--- config.mk ---
export PLATFORM = sky130hd
export DESIGN_NAME = rcot_regs
export DESIGN_NICKNAME = d
export VERILOG_FILES = /design/src/hdl/rcot_event_sync.v /design/src/hdl/rcot_pin_drive.v /design/src/hdl/rcot_regs.v
export VERILOG_INCLUDE_DIRS = /design/src /design/src/hdl
export SDC_FILE = /design/constraint.sdc
export NUM_CORES = 1
export LEC_CHECK = 0
export BUFFER_PORTS_ARGS = -buffer_cell sky130_fd_sc_hd__buf_2
export CELL_PAD_IN_SITES_DETAIL_PLACEMENT = 0
export CELL_PAD_IN_SITES_GLOBAL_PLACEMENT = 2
export CORE_MARGIN = 3
export CORE_UTILIZATION = 22
export CTS_CLUSTER_SIZE = 10
export DETAILED_ROUTE_END_ITERATION = 12
export MAX_ROUTING_LAYER = met4
export PLACE_DENSITY = 0.79
export SLEW_MARGIN = 15
export SYNTH_ARGS = -nofsm -noshare
export SYNTH_HDL_FRONTEND = slang
export SYNTH_HIERARCHICAL = 1
export SYNTH_SLANG_ARGS = --single-unit
--- constraint.sdc ---
create_clock -name clock_in -period 1.7 [get_ports clock_in]
set_clock_uncertainty 0.15 [all_clocks]
set_input_delay 0.34 -clock clock_in [delete_from_list [all_inputs] [get_ports clock_in]]
set_output_delay 0.34 -clock clock_in [all_outputs]
set_load 0.05 [all_outputs]
--- src/hdl/rcot_consts.vh ---
// constants of the reset-cause, oscillator-trim and pin-direction bank
// assumes inclusion by bare name from the design files
`ifndef RCOT_CONSTS_VH
`define RCOT_CONSTS_VH
// =======================================
// register byte addresses
`define RCOT_ADDR_RESET_CAUSE 8'h8e
`define RCOT_ADDR_OSC_TRIM 8'h90
`define RCOT_ADDR_PIN_DIR 8'h94
`define RCOT_ADDR_EXT_CAUSE 8'h98
`define RCOT_ADDR_IRQ_STATUS 8'h9c
`define RCOT_ADDR_IRQ_MASK 8'ha0
// =======================================
// field positions
`define RCOT_BIT_BROWNOUT 0
`define RCOT_BIT_POWERON 1
`define RCOT_BIT_WATCHDOG 0
`define RCOT_BIT_EXTPIN 1
`define RCOT_TRIM_MSB 7
`define RCOT_TRIM_LSB 2
`define RCOT_PIN3 3
// =======================================
// reset values and oscillator target frequency
`define RCOT_TRIM_RESET 6'h20
`define RCOT_DIR_RESET 6'h3f
`define RCOT_OSC_TARGET_KHZ 4000
`endif

--- src/hdl/rcot_event_sync.v ---
// two-flop synchroniser with rising edge pulse
// assumes asynchronous level input, single clock
`timescale 1ns/100ps
module rcot_event_sync (
    // clock and reset
    input wire clock_in,
    input wire rst_n_in,
    // level in, pulse out
    input wire level_in,
    output wire pulse_out
);
    reg meta_q;
    reg sync_q;
    reg last_q;
    always @(posedge clock_in) begin
        if (!rst_n_in) begin
            meta_q <= 1'b0;
            sync_q <= 1'b0;
            last_q <= 1'b0;
        end else begin
            meta_q <= level_in;
            sync_q <= meta_q;
            last_q <= sync_q;
        end
    end
    assign pulse_out = sync_q & ~last_q;
endmodule

--- src/hdl/rcot_pin_drive.v ---
// per-pin driver enables from direction bits
// assumes direction 1 means input
`timescale 1ns/100ps
`include "rcot_consts.vh"
module rcot_pin_drive (
    // direction and data
    input wire [5:0] dir_in,
    input wire [5:0] data_in,
    // pad side
    output wire [5:0] pad_out,
    output wire [5:0] pad_oe_out
);
    assign pad_out = data_in;
    assign pad_oe_out = ~dir_in;
endmodule

--- src/hdl/rcot_regs.v ---
// register bank: reset cause flags, oscillator trim, pin direction
// assumes Avalon-MM master on clock_in, event levels from detectors
//
// Our own choice: register access over Avalon-MM.
`timescale 1ns/100ps
`include "rcot_consts.vh"
module rcot_regs (
    // clock and reset
    input wire clock_in,
    input wire rst_n_in,
    // avalon-mm slave
    input wire [7:0] avs_address_in,
    input wire avs_read_in,
    input wire avs_write_in,
    input wire [31:0] avs_writedata_in,
    input wire [3:0] avs_byteenable_in,
    output reg [31:0] avs_readdata_out,
    output wire avs_waitrequest_out,
    output reg [1:0] avs_response_out,
    // reset source events, asynchronous levels
    input wire poweron_event_in,
    input wire brownout_event_in,
    input wire watchdog_timer_event_in,
    input wire external_reset_pin_event_in,
    // oscillator calibration
    output wire [5:0] trim_code_out,
    // port pads
    input wire [5:0] pin_data_in,
    output wire [5:0] pin_out,
    output wire [5:0] pin_oe_out,
    output wire [5:0] pin_direction_out,
    // interrupt
    output wire irq_out
);
    // =======================================
    // event capture
    wire por_p;
    wire bod_p;
    wire wdt_p;
    wire ext_p;
    rcot_event_sync u_por (.clock_in(clock_in), .rst_n_in(rst_n_in),
        .level_in(poweron_event_in), .pulse_out(por_p));
    rcot_event_sync u_bod (.clock_in(clock_in), .rst_n_in(rst_n_in),
        .level_in(brownout_event_in), .pulse_out(bod_p));
    rcot_event_sync u_wdt (.clock_in(clock_in), .rst_n_in(rst_n_in),
        .level_in(watchdog_timer_event_in), .pulse_out(wdt_p));
    rcot_event_sync u_ext (.clock_in(clock_in), .rst_n_in(rst_n_in),
        .level_in(external_reset_pin_event_in), .pulse_out(ext_p));
    // =======================================
    // bus handshake: one wait cycle per access
    reg ack_q;
    wire req = (avs_read_in | avs_write_in) & ~ack_q;
    assign avs_waitrequest_out = (avs_read_in | avs_write_in) & ~ack_q;
    wire take = (avs_read_in | avs_write_in) & ack_q;
    wire wr = avs_write_in & ack_q & avs_byteenable_in[0];
    wire [7:0] wd = avs_writedata_in[7:0];
    function is_mapped;
        input [7:0] a;
        begin
            is_mapped = (a == `RCOT_ADDR_RESET_CAUSE) | (a == `RCOT_ADDR_OSC_TRIM) |
                (a == `RCOT_ADDR_PIN_DIR) | (a == `RCOT_ADDR_EXT_CAUSE) |
                (a == `RCOT_ADDR_IRQ_STATUS) | (a == `RCOT_ADDR_IRQ_MASK);
        end
    endfunction
    // =======================================
    // registers
    reg poweron_flag_q;
    reg brownout_flag_q;
    reg watchdog_flag_q;
    reg extpin_flag_q;
    reg [5:0] trim_q;
    reg [5:0] dir_q;
    reg [3:0] irq_stat_q;
    reg [3:0] irq_mask_q;
    wire wr_cause = wr & (avs_address_in == `RCOT_ADDR_RESET_CAUSE);
    wire wr_ext = wr & (avs_address_in == `RCOT_ADDR_EXT_CAUSE);
    wire wr_stat = wr & (avs_address_in == `RCOT_ADDR_IRQ_STATUS);
    wire [3:0] ev = {ext_p, wdt_p, por_p, bod_p};
    always @(posedge clock_in) begin
        if (!rst_n_in) begin
            ack_q <= 1'b0;
            poweron_flag_q <= 1'b1;
            brownout_flag_q <= 1'b1;
            watchdog_flag_q <= 1'b1;
            extpin_flag_q <= 1'b1;
            trim_q <= `RCOT_TRIM_RESET;
            dir_q <= `RCOT_DIR_RESET;
            irq_stat_q <= 4'h0;
            irq_mask_q <= 4'h0;
        end else begin
            ack_q <= req;
            // event wins over software re-arm
            if (por_p)
                poweron_flag_q <= 1'b0;
            else if (wr_cause && wd[`RCOT_BIT_POWERON])
                poweron_flag_q <= 1'b1;
            if (bod_p)
                brownout_flag_q <= 1'b0;
            else if (wr_cause && wd[`RCOT_BIT_BROWNOUT])
                brownout_flag_q <= 1'b1;
            if (wdt_p)
                watchdog_flag_q <= 1'b0;
            else if (wr_ext && wd[`RCOT_BIT_WATCHDOG])
                watchdog_flag_q <= 1'b1;
            if (ext_p)
                extpin_flag_q <= 1'b0;
            else if (wr_ext && wd[`RCOT_BIT_EXTPIN])
                extpin_flag_q <= 1'b1;
            if (wr && avs_address_in == `RCOT_ADDR_OSC_TRIM)
                trim_q <= wd[`RCOT_TRIM_MSB:`RCOT_TRIM_LSB];
            if (wr && avs_address_in == `RCOT_ADDR_PIN_DIR)
                dir_q <= wd[5:0];
            if (wr && avs_address_in == `RCOT_ADDR_IRQ_MASK)
                irq_mask_q <= wd[3:0];
            irq_stat_q <= (irq_stat_q & ~(wr_stat ? wd[3:0] : 4'h0)) | ev;
        end
    end
    // =======================================
    // outputs
    wire [5:0] dir_eff = dir_q | 6'h08;
    assign pin_direction_out = dir_eff;
    assign trim_code_out = trim_q;
    assign irq_out = |(irq_stat_q & irq_mask_q);
    rcot_pin_drive u_drive (.dir_in(dir_eff), .data_in(pin_data_in),
        .pad_out(pin_out), .pad_oe_out(pin_oe_out));
    // =======================================
    // read data
    reg [7:0] rd;
    always @* begin
        rd = 8'h00;
        case (avs_address_in)
            `RCOT_ADDR_RESET_CAUSE: rd = {6'h00, poweron_flag_q, brownout_flag_q};
            `RCOT_ADDR_OSC_TRIM: rd = {trim_q, 2'b00};
            `RCOT_ADDR_PIN_DIR: rd = {2'b00, dir_eff};
            `RCOT_ADDR_EXT_CAUSE: rd = {6'h00, extpin_flag_q, watchdog_flag_q};
            `RCOT_ADDR_IRQ_STATUS: rd = {4'h0, irq_stat_q};
            `RCOT_ADDR_IRQ_MASK: rd = {4'h0, irq_mask_q};
            default: rd = 8'h00;
        endcase
    end
    always @(posedge clock_in) begin
        if (!rst_n_in) begin
            avs_readdata_out <= 32'h0000_0000;
            avs_response_out <= 2'b00;
        end else if (req) begin
            avs_readdata_out <= {24'h00_0000, rd};
            avs_response_out <= is_mapped(avs_address_in) ? 2'b00 : 2'b11;
        end
    end
    wire unused_ok = take;
endmodule

* After elaboration in Yosys (flattened, before gate mapping)
Index checks and enable logic that the tools add are counted.
** Operators by class
- Shifts and indexed selects :: 0
- Muxes and demuxes :: 11
- Equal/unequal tests :: 6
- Bitwise operators :: 26
- Add/sub/neg operators :: 0
- Div/mod/pow operators :: 0
- $mul :: 0
- Magnitude comparators :: 0
- Reductions and logical operators :: 12
** Operator list (count)
- $eq A8 B8 Y1 const B :: 6
- $pmux W8 S6 :: 1
- $and A1 B1 Y1 :: 10
- $and A4 B4 Y4 :: 2
- $mux W1 :: 8
- $reduce_bool A2 Y1 :: 4
- $logic_and A1 B1 Y1 :: 7
- $not A6 Y6 :: 1
- $or A1 B1 Y1 :: 6
- $not A1 Y1 :: 5
- $mux W4 :: 1
- $not A4 Y4 :: 1
- $or A4 B4 Y4 :: 1
- $reduce_or A4 Y1 :: 1
- $mux W2 :: 1
** Storage, ports and cells
- Flip-flop bits (word level) :: 47
- Input bits :: 58
- Memory bits (writable) :: 0
- Logic and storage cells :: 78
- Bits in latches :: 0
- Output and inout port bits :: 60
- Memories kept :: 0
- Memory bits (read-only) :: 0

* Longest topological paths before layout
- Depth after elaboration :: 7
- Gate-level depth with buffers :: 6

* By module
Netlist, hierarchy kept.
** Modules (own cells, without submodules)
- rcot_regs :: times used 1, cells an instance 192, area an instance 1684.1 µm²
- rcot_event_sync :: times used 4, cells an instance 7, area an instance 92.6 µm²
- rcot_pin_drive :: times used 1, cells an instance 12, area an instance 67.6 µm²

* Worst setup path before layout
No wires, ideal clock.
- Path kind :: input-to-reg
- From :: in avs_address_in[1]
- To :: reg dir_q[4]
- Data required time :: 1.423 ns
- Data arrival time :: 1.549 ns
- Setup slack :: -0.126 ns
- Path buffers :: 1
- Stages on the path :: 6
- Path through :: nor4b_2 -> nand3b_1 -> or4b_1 -> buf_2 -> mux2i_1 -> nand2_1
** Between the ends
- Cells in the longest elaborated chain, start to end :: 2
** RTL lines
- start, declared :: RTL line rcot_regs.v:12 : input wire [7:0] avs_address_in,
- $eq A8 B8 Y1
- $logic_and A1 B1 Y1 (no line)
- end signal, assigned :: RTL line rcot_regs.v:87 : dir_q <= `RCOT_DIR_RESET;
- end signal, assigned :: RTL line rcot_regs.v:112 : dir_q <= wd[5:0];
- end, declared :: RTL line rcot_regs.v:72 : reg [5:0] dir_q;
No other way between the ends.
A chain may end at the register's enable or synchronous reset.

* Worst setup path in the final report
- From :: in avs_address_in[1]
- To :: reg dir_q[1]
The elaborated chain is that of the path after synthesis.

==> summary.md <==
| Metric | Value |
|---|---|
| Dpl hpwl | 4.06 mm |
| Total wire length after detailed routing | 5.21 mm |
| Largest fanout of any net on the critical path | 5 |
| Final number of max-transition violations | 0 |
| Share of synthesized area occupied by flip-flops and latches | 42.5% |
| Flip-flop cell with the highest count after synthesis | sky130_fd_sc_hd__dfxtp_1 |
| Top cell type's share of synthesized area | 42.5% |
| Longest individual stage delay on the worst path | 610 ps |
| Ports | 118 |
| Hold Violations, Final | 0 |
| Clock-pin slew reported for the worst setup and hold paths after clock tree synthesis | 90 ps |
| Number of buffers created by CTS | 5 |
| RSZ-0062 raised after global routing | yes |
| Detailed Routing Iterations Pass 1 | 4 |
| Cell at the root of the clock tree | sky130_fd_sc_hd__clkbuf_8 |
| Largest net degree at the start of global routing | 26 |
| Post-synthesis async set-or-reset flop share | 0% |
| Die extent in x | 104 µm |
| Syn Inst Count | 232 |
| List of most frequent post-synthesis cells | sky130_fd_sc_hd__dfxtp_1 (45), sky130_fd_sc_hd__buf_4 (32), sky130_fd_sc_hd__nand2_1 (16), sky130_fd_sc_hd__and2_1 (15), sky130_fd_sc_hd__mux2i_1 (13) |
| Synth Register Bits | 45 |
| DRC Markers | 0 |
| Class of the tightest hold or removal check | input port to flop |
| Max Freq | 607 MHz |
| Number of port buffers | 52 |
| Max Root-Sink Buffers | 2 |
| Endpoint kind of the worst setup timing path | flop |
| Clk pwr share | 40.4% |
| Worst Setup Start Kind | input port |
| Post-synthesis cell type count | 35 |
| Worst EP arrival | 1690 ps |
| Mean cell area of the mapped netlist | 9.15 µm² |
| Number of enable flip-flop cells after synthesis | 0 |
| Std-Cell Core Area | 9330 µm² |
| R2R Setup Slk | 140 ps |
| Area Overhead vs Synth | 28.8% |
| Clock tree from TritonCTS | yes |
| Leakage | 1.29 nW |
| Internal cell power | 1.78 mW |
| Initial core utilization | 22.7% |
| Combined buffer and inverter count along the critical path | 1 |
| Hold-fix buffers, CTS | 0 |
| Sequential Power Share | 45.1% |
| CP Cell Sequence | buf_8 > nor4b_4 > nand3b_1 > or4b_4 > mux2i_1 > nand2_1 |
| Total power density per cell area | 887 nW/µm² |
| Crit-path slowest cell | sky130_fd_sc_hd__or4b_4 |
| Setup violators final | 0 |
| Most common cell in the netlist | sky130_fd_sc_hd__dfxtp_1 |
| Run status | finished, final reports clean |
| Critical path required time | 1750 ps |
| Kind of critical path | input port to flop |
| Endpoint of the worst-slack reg-to-reg timing path | dir_q[1]$_SDFFE_PN1P_ |
| Synthesized area | 2120 µm² |
| Worst IR Drop VDD | 0.305 mV |
| Part of the total power dissipated in combinational logic | 14.4% |
| Number of antenna violations at the first check in global routing | 0 |
| Average wire per standard cell | 12.3 µm |
| NetSw | 0.645 mW |
| Drt via density | 3.95 |
| Minimum clock period | 1650 ps |
| Largest cells by area after synthesis | sky130_fd_sc_hd__dfxtp_1 (42%), sky130_fd_sc_hd__buf_4 (11%), sky130_fd_sc_hd__mux2i_1 (6.1%) |
| Warnings, synthesis | 6 |
| Total number of nets in the final design | 353 |
| Post-CTS Setup Repair Bufs | 0 |
| Die boundary height | 104 µm |
| Last weighted congestion value of the routability-driven placer | 0.797 |
| R2R depth | 4 |
| Overall fraction of global-route tracks in use | 10.0% |
| Share of cells above drive strength 1 | 34.1% |
| First-pass GRT wire length | 8.36 mm |
| Max-cap violation count | 0 |
| Post-placement setup slack | -391 ps |
| Final antenna-violating net count | 0 |
| Via total after detailed routing | 1680 |
| Switching share of power | 26.6% |
| Overall power consumption | 2.42 mW |
| Die outline area | 10900 µm² |
| Post-synthesis cell type with the largest combined area | sky130_fd_sc_hd__dfxtp_1 |
| Number of global-route vias before repair | 1643 |
| Row count | 35 |
| Depth of the CTS H-tree | 2 |
| Min setup slack post-route | 51.6 ps |
| Number of DRC violations after detailed-routing iteration 0 | 39 |
| Total congestion overflow after global routing | 0 |
| Worst hold start | avs_writedata_in[7] |
| N_diodes | 0 |
| Worst-Skew Late Latency | 300 ps |
| Share of the clock period used by the worst path | 97.0% |
| Destination of the worst hold path | trim_code_out[5]$_SDFFE_PN1P_ |
| Num Clock Sinks | 45 |
| Count of cells along the worst hold path | 3 |
| Kind of cell adding the most delay to the critical path | simple AND/OR/NAND/NOR gates |
| Start of the worst register-to-register path | ack_q$_SDFF_PN0_ |
## power groups by stage
stage / Clock, mW / Sequential (mW) / Combinational [mW]
final: 0.980 / 1.09 / 0.350
after global routing: 1.06 / 1.10 / 0.376
after CTS: 1.01 / 1.09 / 0.342
after detailed placement: 0 / 1.12 / 0.336
after global placement: 0 / 1.12 / 0.335
after floorplan: 0 / 1.12 / 0.312
## area by class of cell
class                           count  area (µm²)
Clock inverter                      3        68.8
Inverter                           12        48.8
Timing Repair Buffer               75         465
Fill cell                        1012        6590
Sequential cell                    45         902
Multi-Input combinational cell    156        1020
Clock buffer                        5        68.8
Tap cell                          129         161
## through the flow
step / area (µm²) / utilization [%] / hold WS, ps / cells / TNS [ps]
floorplan: 2240 / - / 256 / 256 / -1110
global placement: 2540 / 27.2 / 257 / 418 / -6430
detailed placement: 2540 / 27.2 / 261 / 418 / -6890
CTS: 2700 / 28.9 / 76.9 / 426 / 0
global route: 2730 / 29.3 / 79.9 / 425 / -325
finish: 2730 / 29.3 / 86.3 / 425 / 0
## kinds of logic (layout without fill, tap and decap cells)
group | count (synthesis) | count (layout) | synth area share (%)
compound gates | 43 | 43 | 13.1
buf+inv | 55 | 95 | 15.6
flops | 45 | 45 | 42.5
other cells | 2 | 26 | 0.354
mux | 16 | 16 | 7.72
simple gates | 71 | 71 | 20.8
## worst reg2reg max path: stages, from the launching register on
cell and delay [ps]:
sky130_fd_sc_hd__dfxtp_2 340, sky130_fd_sc_hd__nand3_1 140, sky130_fd_sc_hd__or4b_4 580, sky130_fd_sc_hd__mux2i_1 180, sky130_fd_sc_hd__nand2_1 60
## sequential cells by signal, indices dropped and copies added (netlist names), 4 cells and up
register and count:
irq_mask_q 4, irq_stat_q 4, dir_q 5, avs_readdata_out 8
trim_code_out 6
## worst max path at each step
stage                     slack (ps)              start                             to  cells after the start
final                             50  avs_address_in[1]          dir_q[1]$_SDFFE_PN1P_                      6
after detailed placement        -390  avs_address_in[1]          dir_q[4]$_SDFFE_PN1P_                      6
after global routing             -40  avs_address_in[1]  trim_code_out[0]$_SDFFE_PN0P_                      6
after floorplan                 -120  avs_address_in[1]          dir_q[4]$_SDFFE_PN1P_                      6
after global placement          -360  avs_address_in[1]          dir_q[5]$_SDFFE_PN1P_                      6
after CTS                          8  avs_address_in[1]  trim_code_out[0]$_SDFFE_PN0P_                      7
## layout by cell type, fill, tap and decap left out, drive strengths merged
cell type,instances
and4b,1
or2,1
a31oi,4
bufinv,2
nand2,16
or4,1
a22oi,9
nand2b,1
a32o,3
nor2b,12
mux2i,13
nor2,4
clkbuf,5
dfxtp,45
clkinvlp,1
a21oi,7
or4b,2
mux2,3
nor4b,3
nor3,2
nor4,3
nand3b,1
buf,75
and3,2
nand3,7
o21ai,11
conb,26
o2bb2ai,1
a21boi,6
o22ai,2
inv,12
and2,15
## what timing repair did
action,4_1_cts,5_1_grt
pin swaps,1,4
endpoints found under the setup margin,8,24
gates resized for setup,5,16
endpoints found under the hold margin,0,0
## routing by layer
metal  GRT usage [%]  vias to the layer above  part of all wire (%)
met4            2.75                        0                  0.96
met1            13.2                      765                    50
met5               -                        -                     0
met3            3.10                        6                   5.1
li1                -                      859                     -
met2            14.9                       50                    44
No activity file was read; power rests on OpenSTA's default activity.
